===== src/core/frc_pkg.sv =====
// What this block does
// - erase error flag is one on erase or blank check failure, else zero.
// - suspend flag is one only once erase suspend is acknowledged.
// - ready flag reads zero during any busy operation, stop or activation; otherwise one.
// - control zero resets to zero; enable, mode, stop, seq reset, three irq enables.
// - flash stop acts only with rewrite enabled; software sets it while ready.
// - while flash stop is one, flash access is blocked and circuits held initialized.
// - writing one to sequence reset aborts the command; the bit reads zero.
// - sequence reset acts only when rewrite enabled and busy.
// - after forced stop latency the command ends and reads are allowed.
// - sequence reset during suspend also clears the suspended state.
// - program area stays readable while a data area sequence is reset.
// - error irq enable raises interrupt on program, erase, sequence or blank errors.
// - access error irq enable raises interrupt on access to block being rewritten.
// - ready irq enable raises interrupt on each busy to ready change.
// - control one resets zero; bits 0-2 read zero; lock disable; four block inhibits.
// - clearing rewrite enable clears all four block inhibit bits.
// - lock disable bypasses locks; erase with it set unlocks the lock bit.
// - lock disable auto-clears on completion, seq error, suspend, disable, stop, seq reset.
// - ready request flag set on busy to ready with enable; software only clears.
// - access error request set on busy access or errors while the enables allow.
package frc_pkg;
    localparam logic [8:0] FRC_STATUS_ADDR = 9'h1b2;
    localparam logic [8:0] FRC_CTRL0_ADDR  = 9'h1b4;
    localparam logic [8:0] FRC_CTRL1_ADDR  = 9'h1b5;
    localparam logic [7:0] FRC_CTRL0_RST   = 8'h00;
    localparam logic [7:0] FRC_CTRL1_RST   = 8'h00;
    localparam int FRC_C0_EN     = 1;
    localparam int FRC_C0_MODE1  = 2;
    localparam int FRC_C0_STOP   = 3;
    localparam int FRC_C0_SEQRST = 4;
    localparam int FRC_C0_ERRIE  = 5;
    localparam int FRC_C0_AEIE   = 6;
    localparam int FRC_C0_RDYIE  = 7;
    localparam int FRC_C1_LOCKDIS = 3;
    localparam int FRC_C1_INH_LO  = 4;
    localparam int FRC_ST_RDYREQ  = 0;
    localparam int FRC_ST_AEREQ   = 1;
    localparam int FRC_ST_PRGERR  = 4;
    localparam int FRC_ST_ERSERR  = 5;
    localparam int FRC_ST_SUSP    = 6;
    localparam int FRC_ST_READY   = 7;
    localparam int FRC_CLK_MHZ       = 100;
    localparam int FRC_STOP_LAT_NS   = 1000;
    localparam int FRC_STOP_LAT_CYC  = (FRC_STOP_LAT_NS * FRC_CLK_MHZ + 999) / 1000;
    localparam logic [7:0] FRC_STOP_LAT_CNT = 8'(FRC_STOP_LAT_CYC);
    // events from the command engine
    typedef struct packed {
        logic busy;
        logic suspended;
        logic prog_done;
        logic erase_done;
        logic prog_err;
        logic erase_err;
        logic blank_err;
        logic seq_err;
        logic busy_access;
    } frc_engine_t;
    // control to the flash unit
    typedef struct packed {
        logic       rewrite_enable;
        logic       mode1_select;
        logic       block_access;
        logic       abort_cmd;
        logic       clear_suspend;
        logic       lock_disable;
        logic [3:0] block_inhibit;
    } frc_ctrl_t;
endpackage : frc_pkg


===== src/core/frc_ctrl.sv =====
// The implementer's own choice: register access over Avalon-MM.
`timescale 1ns/1ns
module frc_ctrl (
    // clock and reset
    input  wire logic             clk,
    input  wire logic             rst_n,
    // avalon-mm slave
    input  wire logic [8:0]       avs_address,
    input  wire logic             avs_read,
    input  wire logic             avs_write,
    input  wire logic [7:0]       avs_writedata,
    output logic      [7:0]       avs_readdata,
    output logic                  avs_waitrequest,
    // flash unit
    input  wire frc_pkg::frc_engine_t eng,
    output frc_pkg::frc_ctrl_t    ctl,
    // interrupt requests
    output logic                  irq_error,
    output logic                  irq_access,
    output logic                  irq_ready
);
    import frc_pkg::*;

    // ************
    // registers
    // ************
    logic [7:0] c0_reg, c1_reg;
    logic       rdyreq_reg, aereq_reg, busy_d_reg, ack_reg;
    logic       abort_reg, stopping_reg, clrsusp_reg;
    logic [7:0] lat_reg;
    logic       susp_d_reg;
    logic       wr_hit, rd_hit, busy_eff, seq_go, c0_wr, c1_wr, err_any;

    // ************
    // bus decode
    // ************
    // accept on second cycle: one waitstate keeps the timing simple
    assign wr_hit = avs_write && !ack_reg;
    assign rd_hit = avs_read && !ack_reg;
    assign c0_wr  = wr_hit && avs_address == FRC_CTRL0_ADDR;
    assign c1_wr  = wr_hit && avs_address == FRC_CTRL1_ADDR;
    assign busy_eff = eng.busy || abort_reg || stopping_reg;
    assign seq_go = c0_wr && avs_writedata[FRC_C0_SEQRST] && c0_reg[FRC_C0_EN] && busy_eff;
    assign err_any = eng.prog_err || eng.erase_err || eng.blank_err || eng.seq_err;

    // ************
    // bus handshake
    // ************
    // handshake
    always_ff @(posedge clk) begin
        if (!rst_n) begin
            ack_reg         <= 1'b0;
            avs_waitrequest <= 1'b1;
        end else begin
            ack_reg         <= (avs_read || avs_write) && !ack_reg;
            avs_waitrequest <= !((avs_read || avs_write) && !ack_reg);
        end
    end

    // ************
    // read path
    // ************
    // read data, unmapped reads zero
    always_ff @(posedge clk) begin
        if (!rst_n) begin
            avs_readdata <= 8'h00;
        end else if (rd_hit) begin
            if (avs_address == FRC_STATUS_ADDR) begin
                avs_readdata <= {!busy_eff, eng.suspended, eng.erase_err || eng.blank_err,
                                 eng.prog_err, 2'b00, aereq_reg, rdyreq_reg};
            end else if (avs_address == FRC_CTRL0_ADDR) begin
                avs_readdata <= c0_reg & ~(8'h01 << FRC_C0_SEQRST);
            end else if (avs_address == FRC_CTRL1_ADDR) begin
                avs_readdata <= {c1_reg[7:3], 3'b000};
            end else begin
                avs_readdata <= 8'h00;
            end
        end
    end

    // ************
    // control registers
    // ************
    // control zero; stop only with rewrite enabled
    always_ff @(posedge clk) begin
        if (!rst_n) begin
            c0_reg <= FRC_CTRL0_RST;
        end else if (c0_wr) begin
            c0_reg <= {avs_writedata[7:5], 1'b0,
                       avs_writedata[FRC_C0_STOP] && avs_writedata[FRC_C0_EN],
                       avs_writedata[2:1], 1'b0};
        end
    end

    // control one: lock disable and block inhibits
    always_ff @(posedge clk) begin
        if (!rst_n) begin
            c1_reg <= FRC_CTRL1_RST;
        end else begin
            if (c1_wr) begin
                c1_reg <= {avs_writedata[7:3], 3'b000};
            end
            if (eng.prog_done || eng.erase_done || eng.seq_err || (eng.suspended && !susp_d_reg)
                || !c0_reg[FRC_C0_EN] || c0_reg[FRC_C0_STOP] || seq_go) begin
                c1_reg[FRC_C1_LOCKDIS] <= 1'b0;
            end
            if (!c0_reg[FRC_C0_EN]) begin
                c1_reg[7:4] <= 4'h0;
            end
        end
    end

    // suspend entry edge; reset low matches the idle level, so no false edge after reset
    always_ff @(posedge clk) begin
        if (!rst_n) begin
            susp_d_reg <= 1'b0;
        end else begin
            susp_d_reg <= eng.suspended;
        end
    end

    // ************
    // sequence reset
    // ************
    // forced stop latency after sequence reset
    always_ff @(posedge clk) begin
        if (!rst_n) begin
            abort_reg   <= 1'b0;
            clrsusp_reg <= 1'b0;
            lat_reg     <= 8'h00;
        end else if (seq_go) begin
            abort_reg   <= 1'b1;
            clrsusp_reg <= eng.suspended;
            lat_reg     <= FRC_STOP_LAT_CNT;
        end else if (abort_reg) begin
            if (lat_reg <= 8'h01) begin
                abort_reg   <= 1'b0;
                clrsusp_reg <= 1'b0;
            end
            lat_reg <= lat_reg - 8'h01;
        end
    end

    // ************
    // flash stop and start
    // ************
    // one busy cycle while stopping or restarting the flash
    always_ff @(posedge clk) begin
        if (!rst_n) begin
            stopping_reg <= 1'b0;
        end else begin
            stopping_reg <= c0_wr && (avs_writedata[FRC_C0_STOP] != c0_reg[FRC_C0_STOP]);
        end
    end

    // ************
    // interrupt requests
    // ************
    // request flags, the set wins over a software clear
    always_ff @(posedge clk) begin
        if (!rst_n) begin
            busy_d_reg <= 1'b0;
            rdyreq_reg <= 1'b0;
            aereq_reg  <= 1'b0;
        end else begin
            busy_d_reg <= busy_eff;
            if (busy_d_reg && !busy_eff && c0_reg[FRC_C0_RDYIE]) begin
                rdyreq_reg <= 1'b1;
            end else if (wr_hit && avs_address == FRC_STATUS_ADDR && !avs_writedata[FRC_ST_RDYREQ]) begin
                rdyreq_reg <= 1'b0;
            end
            if ((eng.busy_access && c0_reg[FRC_C0_AEIE]) || (err_any && c0_reg[FRC_C0_ERRIE])) begin
                aereq_reg <= 1'b1;
            end else if (wr_hit && avs_address == FRC_STATUS_ADDR && !avs_writedata[FRC_ST_AEREQ]) begin
                aereq_reg <= 1'b0;
            end
        end
    end

    // ************
    // outputs
    // ************
    // outputs toward flash unit and interrupt lines
    always_ff @(posedge clk) begin
        if (!rst_n) begin
            ctl        <= '0;
            irq_error  <= 1'b0;
            irq_access <= 1'b0;
            irq_ready  <= 1'b0;
        end else begin
            ctl.rewrite_enable <= c0_reg[FRC_C0_EN];
            ctl.mode1_select   <= c0_reg[FRC_C0_MODE1];
            ctl.block_access   <= c0_reg[FRC_C0_STOP];
            ctl.abort_cmd      <= abort_reg; // only the command engine halts; reads elsewhere go on
            ctl.clear_suspend  <= clrsusp_reg;
            ctl.lock_disable   <= c1_reg[FRC_C1_LOCKDIS]; // engine bypasses lock, erase then unlocks
            ctl.block_inhibit  <= c1_reg[7:4];
            irq_error  <= aereq_reg && c0_reg[FRC_C0_ERRIE];
            irq_access <= aereq_reg && c0_reg[FRC_C0_AEIE];
            irq_ready  <= rdyreq_reg && c0_reg[FRC_C0_RDYIE];
        end
    end

    // ************
    // assertions
    // ************
    property p_seqrst_abort;
        @(posedge clk) disable iff (!rst_n) seq_go |=> abort_reg [*2];
    endproperty
    a_seqrst_abort: assert property (p_seqrst_abort) else $error("sequence reset did not abort");
    property p_seq_gate;
        @(posedge clk) disable iff (!rst_n) (c0_wr && !c0_reg[FRC_C0_EN]) |=> !abort_reg || $past(abort_reg);
    endproperty
    a_seq_gate: assert property (p_seq_gate) else $error("sequence reset acted while disabled");
    property p_ready_flag;
        @(posedge clk) disable iff (!rst_n) $fell(busy_eff) && c0_reg[FRC_C0_RDYIE] |=> rdyreq_reg;
    endproperty
    a_ready_flag: assert property (p_ready_flag) else $error("ready request not set");
    property p_inh_clear;
        @(posedge clk) disable iff (!rst_n) !c0_reg[FRC_C0_EN] && !c1_wr |=> c1_reg[7:4] == 4'h0;
    endproperty
    a_inh_clear: assert property (p_inh_clear) else $error("inhibit bits kept");
    property p_stop_gate;
        @(posedge clk) disable iff (!rst_n) c0_reg[FRC_C0_STOP] |-> c0_reg[FRC_C0_EN];
    endproperty
    a_stop_gate: assert property (p_stop_gate) else $error("stop without rewrite enable");
    property p_block;
        @(posedge clk) disable iff (!rst_n) c0_reg[FRC_C0_STOP] |=> ctl.block_access;
    endproperty
    a_block: assert property (p_block) else $error("access not blocked");
    property p_lockdis;
        @(posedge clk) disable iff (!rst_n) (eng.prog_done || eng.erase_done) && !c1_wr |=> !c1_reg[FRC_C1_LOCKDIS];
    endproperty
    a_lockdis: assert property (p_lockdis) else $error("lock disable not cleared");
    property p_irq_rdy;
        @(posedge clk) disable iff (!rst_n) rdyreq_reg && c0_reg[FRC_C0_RDYIE] |=> irq_ready;
    endproperty
    a_irq_rdy: assert property (p_irq_rdy) else $error("ready irq missing");

    // a fresh request is answered in the next cycle
    property p_wait_ans;
        @(posedge clk) disable iff (!rst_n) (avs_read || avs_write) && !ack_reg |=> !avs_waitrequest;
    endproperty
    a_wait_ans: assert property (p_wait_ans) else $error("request not answered");

    // the answer stands for one cycle only
    property p_wait_drop;
        @(posedge clk) disable iff (!rst_n) ack_reg |=> avs_waitrequest;
    endproperty
    a_wait_drop: assert property (p_wait_drop) else $error("waitrequest stayed low");

    // status shows ready as sampled at the first edge of the read, one edge before it is accepted
    property p_stat_ready;
        @(posedge clk) disable iff (!rst_n) rd_hit && avs_address == FRC_STATUS_ADDR |=> avs_readdata[FRC_ST_READY] == !$past(busy_eff);
    endproperty
    a_stat_ready: assert property (p_stat_ready) else $error("status ready bit wrong");

    // status shows the suspend level
    property p_stat_susp;
        @(posedge clk) disable iff (!rst_n) rd_hit && avs_address == FRC_STATUS_ADDR |=> avs_readdata[FRC_ST_SUSP] == $past(eng.suspended);
    endproperty
    a_stat_susp: assert property (p_stat_susp) else $error("status suspend bit wrong");

    // erase and blank check failures share one flag
    property p_stat_erserr;
        @(posedge clk) disable iff (!rst_n) rd_hit && avs_address == FRC_STATUS_ADDR
            |=> avs_readdata[FRC_ST_ERSERR] == ($past(eng.erase_err) || $past(eng.blank_err));
    endproperty
    a_stat_erserr: assert property (p_stat_erserr) else $error("status erase error bit wrong");

    // a forced stop reads as busy
    property p_stat_abort;
        @(posedge clk) disable iff (!rst_n) rd_hit && avs_address == FRC_STATUS_ADDR && abort_reg |=> !avs_readdata[FRC_ST_READY];
    endproperty
    a_stat_abort: assert property (p_stat_abort) else $error("busy not shown during forced stop");

    // sequence reset always reads zero
    property p_c0_rd_seq;
        @(posedge clk) disable iff (!rst_n) rd_hit && avs_address == FRC_CTRL0_ADDR |=> !avs_readdata[FRC_C0_SEQRST];
    endproperty
    a_c0_rd_seq: assert property (p_c0_rd_seq) else $error("sequence reset read as one");

    // unused low bits of control one read zero
    property p_c1_rd_low;
        @(posedge clk) disable iff (!rst_n) rd_hit && avs_address == FRC_CTRL1_ADDR |=> avs_readdata[2:0] == 3'b000;
    endproperty
    a_c1_rd_low: assert property (p_c1_rd_low) else $error("control one low bits not zero");

    // the three interrupt enables take the written value
    property p_c0_write;
        @(posedge clk) disable iff (!rst_n) c0_wr |=> (c0_reg >> FRC_C0_ERRIE) == ($past(avs_writedata) >> FRC_C0_ERRIE);
    endproperty
    a_c0_write: assert property (p_c0_write) else $error("irq enables not written");

    // block inhibits take the written value while rewriting is enabled
    property p_c1_write;
        @(posedge clk) disable iff (!rst_n) c1_wr && c0_reg[FRC_C0_EN]
            |=> (c1_reg >> FRC_C1_INH_LO) == ($past(avs_writedata) >> FRC_C1_INH_LO);
    endproperty
    a_c1_write: assert property (p_c1_write) else $error("inhibit bits not written");

    // flash stop drops lock disable
    property p_lock_stop;
        @(posedge clk) disable iff (!rst_n) c0_reg[FRC_C0_STOP] |=> !c1_reg[FRC_C1_LOCKDIS];
    endproperty
    a_lock_stop: assert property (p_lock_stop) else $error("lock disable kept over stop");

    // an accepted sequence reset drops lock disable
    property p_lock_seq;
        @(posedge clk) disable iff (!rst_n) seq_go |=> !c1_reg[FRC_C1_LOCKDIS];
    endproperty
    a_lock_seq: assert property (p_lock_seq) else $error("lock disable kept over sequence reset");

    // rewrite disabled keeps lock disable low
    property p_lock_off;
        @(posedge clk) disable iff (!rst_n) !c0_reg[FRC_C0_EN] |=> !c1_reg[FRC_C1_LOCKDIS];
    endproperty
    a_lock_off: assert property (p_lock_off) else $error("lock disable kept while disabled");

    // entry to suspend drops lock disable
    property p_lock_susp;
        @(posedge clk) disable iff (!rst_n) $rose(eng.suspended) |=> !c1_reg[FRC_C1_LOCKDIS];
    endproperty
    a_lock_susp: assert property (p_lock_susp) else $error("lock disable kept over suspend");

    // a command sequence error drops lock disable
    property p_lock_err;
        @(posedge clk) disable iff (!rst_n) eng.seq_err |=> !c1_reg[FRC_C1_LOCKDIS];
    endproperty
    a_lock_err: assert property (p_lock_err) else $error("lock disable kept over sequence error");

    // the forced stop ends when its count runs out
    property p_abort_end;
        @(posedge clk) disable iff (!rst_n) abort_reg && lat_reg == 8'h01 && !seq_go |=> !abort_reg;
    endproperty
    a_abort_end: assert property (p_abort_end) else $error("forced stop did not end");

    // a reset during suspend also clears the suspended state
    property p_clrsusp;
        @(posedge clk) disable iff (!rst_n) seq_go && eng.suspended |=> clrsusp_reg;
    endproperty
    a_clrsusp: assert property (p_clrsusp) else $error("suspend not cleared");

    // stopping or starting the flash shows busy
    property p_stop_busy;
        @(posedge clk) disable iff (!rst_n) c0_wr && avs_writedata[FRC_C0_STOP] != c0_reg[FRC_C0_STOP] |=> busy_eff;
    endproperty
    a_stop_busy: assert property (p_stop_busy) else $error("stop change not busy");

    // access to the block being rewritten sets the request
    property p_ae_set;
        @(posedge clk) disable iff (!rst_n) eng.busy_access && c0_reg[FRC_C0_AEIE] |=> aereq_reg;
    endproperty
    a_ae_set: assert property (p_ae_set) else $error("access error request not set");

    // command errors set the request while enabled
    property p_err_set;
        @(posedge clk) disable iff (!rst_n) err_any && c0_reg[FRC_C0_ERRIE] |=> aereq_reg;
    endproperty
    a_err_set: assert property (p_err_set) else $error("error request not set");

    // only a status write clears the ready request
    property p_rdy_hold;
        @(posedge clk) disable iff (!rst_n) rdyreq_reg && !(wr_hit && avs_address == FRC_STATUS_ADDR) |=> rdyreq_reg;
    endproperty
    a_rdy_hold: assert property (p_rdy_hold) else $error("ready request lost");

    // no ready request is set while its enable is off
    property p_rdy_none;
        @(posedge clk) disable iff (!rst_n) !rdyreq_reg && !c0_reg[FRC_C0_RDYIE] |=> !rdyreq_reg;
    endproperty
    a_rdy_none: assert property (p_rdy_none) else $error("ready request set while disabled");

    // error interrupt follows its request and enable
    property p_irq_err;
        @(posedge clk) disable iff (!rst_n) aereq_reg && c0_reg[FRC_C0_ERRIE] |=> irq_error;
    endproperty
    a_irq_err: assert property (p_irq_err) else $error("error irq missing");
endmodule : frc_ctrl


===== config.mk =====
export PLATFORM = sky130hd
export DESIGN_NAME = frc_ctrl
export DESIGN_NICKNAME = d
export VERILOG_FILES = /design/src/core/frc_pkg.sv /design/src/core/frc_ctrl.sv
export SDC_FILE = /design/constraint.sdc
export NUM_CORES = 1
export LEC_CHECK = 0
export ABC_AREA = 1
export BUFFER_PORTS_ARGS = -buffer_cell sky130_fd_sc_hd__buf_2
export CORE_UTILIZATION = 52
export DETAILED_ROUTE_END_ITERATION = 8
export PLACE_DENSITY_LB_ADDON = 0.2
export RECOVER_POWER = 50
export SYNTH_ARGS = -nofsm -noshare
export SYNTH_HDL_FRONTEND = slang
export SYNTH_SLANG_ARGS = --single-unit
export TNS_END_PERCENT = 5

===== constraint.sdc =====
create_clock -name clk -period 3.1 [get_ports clk]
set_clock_uncertainty 0.1 [all_clocks]
set_input_delay 0.155 -clock clk [delete_from_list [all_inputs] [get_ports clk]]
set_output_delay 0.155 -clock clk [all_outputs]
set_load 0.02 [all_outputs]

==> run_results.csv, run 1 <==
group,metric,value,unit
synth,synth_common_cells,"nand2_1, dfxtp_1, inv_1",
layout,syn2layout_area_growth,18.52,%
worst_setup_path,worstSetupPathType,"in -> reg",
grt,grt_use_total,0.2286,
detailed_routing,drc_errors,0,
synth,avgSynthCellArea,7.767,sq um
detailed_routing,num_vias,1911,
pwr,peakVddDrop,0.2718,mV
synth,syn-num-nets,306,
placed_design,dp_hpwl,3338,microns
placed_design,post_dp_cell_area,0.002394,sq mm
floorplanning,start_util,0.5603,
sta,timing_hold_violations_final,0,
synth,synthFlopType,"dfxtp_1",
floorplanning,io_pins,52,
synth,yosys_warnings,0,
placed_design,pre_cts_slack,1561,ps
sta,worst_pin_slew,1154,ps
synth,synth.area.top_cells,"dfxtp_1, nand2_1, inv_1",
sta,max_freq,0.5291,GHz
hold_path,min-delay-start,"avs_writedata[2]",
floorplanning,std_cell_rows,22,
grt,grt_first_pass_wirelength,7465,microns
sta,period_share,0.6097,
detailed_routing,wl,4465,microns
pwr,total_power,0.001200,W
worst_setup_path,arrival,2030,ps
worst_setup_path,crit_fanout,29,
worst_setup_path,crit_chain,"clkbuf_1 > clkinv_1 > a31oi_1 > o21ai_0 > nand2_1",
sta,fin_ws,1210,ps
outcome,status,"finished, final reports clean",
clocking,htree_levels,2,
sta,whs,14.67,ps
synth,syn_area,0.002128,sq mm
hold_path,worst_hold_path_type,"in -> reg",
pwr,power.density,475.8,mW/mm^2
synth,yosys_register_bits,49,
synth,synth_largest_area_cell,"dfxtp_1",
sta,setup_tns,0,ps
sta,setup_viol,0,
clocking,path_clk_slew,80,ps
synth,synthCells,274,
layout,largest_reg_flops,10,
worst_setup_path,worst_r2r_endpoint,"lat_reg[6]",
grt,grt_pass1_vias,1735,
synth,synth_edf_count,0,
grt,grt_start_max_net_pins,30,
worst_setup_path,slowest_stage,"clkbuf_1",
worst_setup_path,required,3240,ps
floorplanning,design.core.area,0.003799,sq mm
floorplanning,fp.dieH,65.98,microns
floorplanning,die_area,0.004353,sq mm
clocking,clock-sinks,49,
worst_setup_path,reg2regPathDepth,7,
worst_setup_path,r2r_slack,1560,ps
synth,seq_area_frac_synth,0.4609,
detailed_routing,dr.pass1.iters,4,
detailed_routing,wl_per_cell,11.81,microns
grt,antenna_found_initial,0,
detailed_routing,drtIter0Drc,107,
clocking,insertion_delay,300,ps
placed_design,io_buffers,51,
layout,nFillCells,363,
clocking,root_buffer,"clkbuf_8",
sta,grt_setup_unrepaired,"false",
worst_setup_path,worstSetupEndpointType,"flop",
layout,fin_nets,361,
synth,synthArstFlopShare,0,
placed_design,place_congestion,0.7983,
layout,drive_gt1_frac,0.1667,
sta,fin_crit,1890,ps
detailed_routing,via_per_inst,5.056,
hold_path,hold_depth,3,
pwr,p_leak,1.129,nW
detailed_routing,ant_nets,0,
synth,synthMostInstantiatedCell,"nand2_1",
layout,diodes,0,
floorplanning,die_x,65.98,microns
clocking,numCtsBuffers,5,
synth,netlist.area_leader.share,0.4609,
grt,grt_overflow,0,
run,drv_cap,0,
synth,ys_types,32,
clocking,cts_buffer_depth,2,
worst_setup_path,reg2reg_from,"lat_reg[0]",
worst_setup_path,worst_setup_path_start_kind,"primary input",
hold_path,hold_end,"c0_reg[2]",
sta,slew_headroom,0.2305,
worst_setup_path,slowest_delay,830,ps
clocking,tritoncts,"built",
sta,slew_viol_final,0,
layout,final_area,0.002522,sq mm
[worst max-delay path, delay by kind of cell]
family	cells	cell delay, ps
AOI/OAI and AO/OA	2	380
buffers and inverters	2	1430
and+or+nand+nor	1	60
[worst max path at each step]
stage / slack (ps) / cells after the start / to / startpoint
final: 1210 / 5 / lat_reg[5] / rst_n
after global routing: 1020 / 5 / lat_reg[5] / rst_n
after global placement: 1600 / 9 / c1_reg[3] / avs_address[6]
after CTS: 1560 / 7 / lat_reg[6] / lat_reg[0]
after detailed placement: 1560 / 9 / c1_reg[3] / avs_address[6]
after floorplan: 1770 / 7 / lat_reg[6] / lat_reg[0]
[cell usage in the layout, fill, tap and decap left out, types with 2 or more instances in the layout]
cell type	synthesis	routed
nand2_2	3	3
nor3_1	5	5
nor2_4	7	7
buf_2	1	29
nand3_1	10	10
clkbuf_8	0	6
nand2_1	59	59
nand4_1	12	12
dfxtp_1	49	49
inv_2	2	2
ha_1	2	2
o21ai_1	2	2
a31oi_1	4	4
dlygate4sd3_1	0	4
inv_1	37	37
o21ai_0	17	17
clkbuf_1	2	23
a21oi_1	14	14
nor2_1	30	30
nor3_4	2	2
[where the power goes]
part	leakage, nW	switching [W]	internal (W)
clock	0.0585	0.000201	0.000263
combinational	0.674	0.0000615	0.0000327
sequential	0.397	0.00000448	0.000638
total	1.13	0.000267	0.000933
[kinds of logic (layout without fill, tap and decap cells)]
logic type      count (synthesis)  in the layout  synth area share
buf+inv                        47            103           0.09406
fa+ha+maj                       2              2           0.01176
compound gates                 40             40            0.1011
flops                          49             49            0.4609
simple gates                  134            134            0.3239
xor+xnor                        2              2          0.008232
[layer usage]
metal | track usage | part of all wire | up-vias
met5 | 0 | 0 | -
met4 | 0.07713 | 0.0081 | 0
met3 | 0.06034 | 0.060 | 4
met2 | 0.3763 | 0.46 | 55
met1 | 0.2879 | 0.47 | 863
li1 | - | - | 989
[area by class of cell]
cell class                      count  area (sq um)  share of cell area
Clock inverter                      1         30.03             0.01190
Clock buffer                        7         86.33             0.03423
Tap cell                           48         60.06             0.02381
Multi-Input combinational cell    178         947.2              0.3755
Inverter                           40         150.1             0.05952
Sequential cell                    49         980.9              0.3889
Timing Repair Buffer               55         267.8              0.1062
[per-stage QoR]
stage / cells / utilization
after global routing: 378 / 0.6640
after detailed placement: 366 / 0.6301
after CTS: 377 / 0.6686
final: 378 / 0.6640
after floorplan: 274 / -
after global placement: 366 / 0.6301
[repair_timing]
action                                 in CTS  in global routing
endpoints found under the hold margin       3                  1
hold buffers                                3                  1
setup buffers                               0                  0
gates resized for setup                     0                  0
Note: power is estimated with default switching activity, not from simulation.
==> run 2: changes to the inputs <==
- ABC_AREA: 1 -> 0
- CORE_UTILIZATION: 52 -> 51
- clock period: 3.1 -> 1.95 ns (I/O delays scaled with it)
==> run_results.csv, run 2 <==
group,metric,value,unit
layout,syn2layout_area_growth,28.24,%
sta,slew_viol_final,0,
pwr,pwr-share-clk,0.426,
synth,yosys_warnings,0,
sta,slew_headroom,0.5655,
grt,grt_use_total,0.2364,
pwr,peakVddDrop,0.6941,mV
hold_path,hold_end,"avs_readdata[5]",
hold_path,min-delay-start,"eng[3]",
floorplanning,io_pins,52,
sta,setup_viol,0,
placed_design,post_dp_cell_area,0.002245,sq mm
layout,diodes,0,
sta,timing_hold_violations_final,0,
floorplanning,fp.dieH,63.55,microns
clocking,insertion_delay,310,ps
layout,fin_nets,299,
clocking,tritoncts,"built",
floorplanning,std_cell_rows,21,
synth,avgSynthCellArea,9.659,sq um
clocking,clock-sinks,49,
detailed_routing,num_vias,1672,
clocking,path_clk_slew,90,ps
worst_setup_path,r2r_slack,270,ps
pwr,p_leak,1.092,nW
sta,worst_pin_slew,650.4,ps
floorplanning,design.core.area,0.003468,sq mm
pwr,seq_power_share,0.511,
layout,layout_commonest_cell,"dfxtp_1",
grt,grt_pass1_vias,1638,
synth,synthArstFlopShare,0,
synth,seq_area_frac_synth,0.5078,
layout,final_area,0.002477,sq mm
layout,drive_gt1_frac,0.1866,
detailed_routing,wl_per_cell,14.38,microns
synth,synthFlopType,"dfxtp_1",
synth,netlist.area_leader.share,0.5078,
detailed_routing,ant_nets,0,
worst_setup_path,crit_fanout,11,
detailed_routing,drc_errors,0,
floorplanning,die_area,0.004038,sq mm
detailed_routing,wl,4516,microns
placed_design,dp_hpwl,3150,microns
grt,antenna_found_initial,0,
worst_setup_path,reg2regPathDepth,4,
sta,period_share,0.8750,
pwr,combPwrFrac,0.064,
sta,setup_tns,0,ps
pwr,intPower,0.001576,W
pwr,power.density,800.0,mW/mm^2
outcome,status,"finished, final reports clean",
synth,synthMostInstantiatedCell,"dfxtp_1",
synth,syn_area,0.001932,sq mm
worst_setup_path,worstSetupPathType,"in -> reg",
sta,fin_crit,1706,ps
floorplanning,start_util,0.5570,
floorplanning,die_x,63.55,microns
clocking,htree_levels,2,
grt,grt_first_pass_wirelength,7224,microns
placed_design,io_buffers,51,
sta,max_freq,0.5861,GHz
worst_setup_path,reg2reg_from,"ack_reg",
detailed_routing,drtIter0Drc,87,
pwr,power.share.switching,0.2048,
grt,grt_overflow,0,
synth,synthCells,200,
layout,largest_reg_flops,10,
worst_setup_path,arrival,1810,ps
run,drv_cap,0,
hold_path,hold_depth,3,
synth,synth_common_cells,"dfxtp_1, nand2_1, a21oi_1, and3_1, mux2i_1",
synth,syn-num-nets,232,
synth,yosys_register_bits,49,
sta,grt_setup_unrepaired,"false",
clocking,root_buffer,"clkbuf_8",
pwr,p_sw,0.0004059,W
hold_path,worst_hold_path_type,"in -> reg",
synth,synth_edf_count,0,
worst_setup_path,required,2050,ps
grt,grt_start_max_net_pins,25,
worst_setup_path,worstSetupEndpointType,"flop",
synth,ys_types,38,
worst_setup_path,worst_setup_path_start_kind,"primary input",
clocking,cts_buffer_depth,2,
detailed_routing,dr.pass1.iters,4,
worst_setup_path,startpoint,"avs_address[8]",
layout,mostFrequentLayoutCells,"dfxtp_1, buf_2, nand2_1, clkbuf_1, dlygate4sd3_1",
detailed_routing,via_per_inst,5.325,
worst_setup_path,worst_r2r_endpoint,"lat_reg[0]",
clocking,post-cts-setup-buffers,0,
placed_design,place_congestion,0.8258,
clocking,numCtsBuffers,5,
synth,synth.area.top_cells,"dfxtp_1, mux2i_1, nand2_1",
synth,synth_largest_area_cell,"dfxtp_1",
==> run 2: worst max-delay path by stage <==
stage	to	slack [ps]
final	lat_reg[0]	240
after global routing	lat_reg[0]	140
after CTS	lat_reg[1]	310
after detailed placement	lat_reg[7]	240
after global placement	lat_reg[3]	290
after floorplan	c0_reg[3]	370
==> run 2: stage by stage <==
step,power (W),instances,setup slack [ps],hold slack [ps],utilization
finish,0.001982,314,243.7,16.44,0.7143
global route,0.002044,314,141.1,36.93,0.7143
CTS,0.001988,314,309.5,5.434,0.7233
detailed placement,0.001141,293,242.7,266.7,0.6472
global placement,0.001140,293,287.3,253.8,0.6472
floorplan,0.001086,200,371.9,108.1,-
==> run 2: critical path, cell delays in order <==
cell	delay, ps
dlygate4sd3_1	530
buf_2	140
and3_1	330
nand3_1	400
and3_1	310
==> run 2: final cells by class <==
cell class	count	area (sq um)
fillers	294	991.0
repair buffers	70	399.1
multi-input cells	132	872.1
inverters	9	33.78
clock inverters	3	65.06
clock buffers	5	68.82
flip-flops and latches	49	980.9
well taps	46	57.56
==> run 2: power groups by stage <==
stage          sequential, W  combinational (W)  clock [W]
3_5_place_dp         0.00104           0.000106          0
5_1_grt              0.00101           0.000137   0.000894
2_1_floorplan        0.00104          0.0000456          0
3_3_place_gp         0.00103           0.000105          0
4_1_cts              0.00101           0.000126   0.000850
6_report             0.00101           0.000126   0.000844
==> run 2: logic make-up after synthesis <==
logic type	after synthesis	share of synthesized area
DFF	49	0.5078
and+or+nand+nor	80	0.2332
buffers and inverters	19	0.04080
AOI/OAI and AO/OA	26	0.08096
adders and majority gates	2	0.01295
xor gates and xnor gates	8	0.03627
muxes	16	0.08808
==> run 2: metal layers <==
layer  GRT usage  vias up  part of all wire
li1            -      829                 -
met1      0.2867      769              0.45
met2      0.3936       67              0.48
met3     0.05435        7             0.061
met4      0.1080        0             0.011
met5           0        -                 0
==> run 2: repair_timing <==
action	4_1_cts	5_1_grt
gates resized for setup	0	0
hold buffers	13	0
endpoints found under the setup margin	0	0
endpoints found under the hold margin	15	0
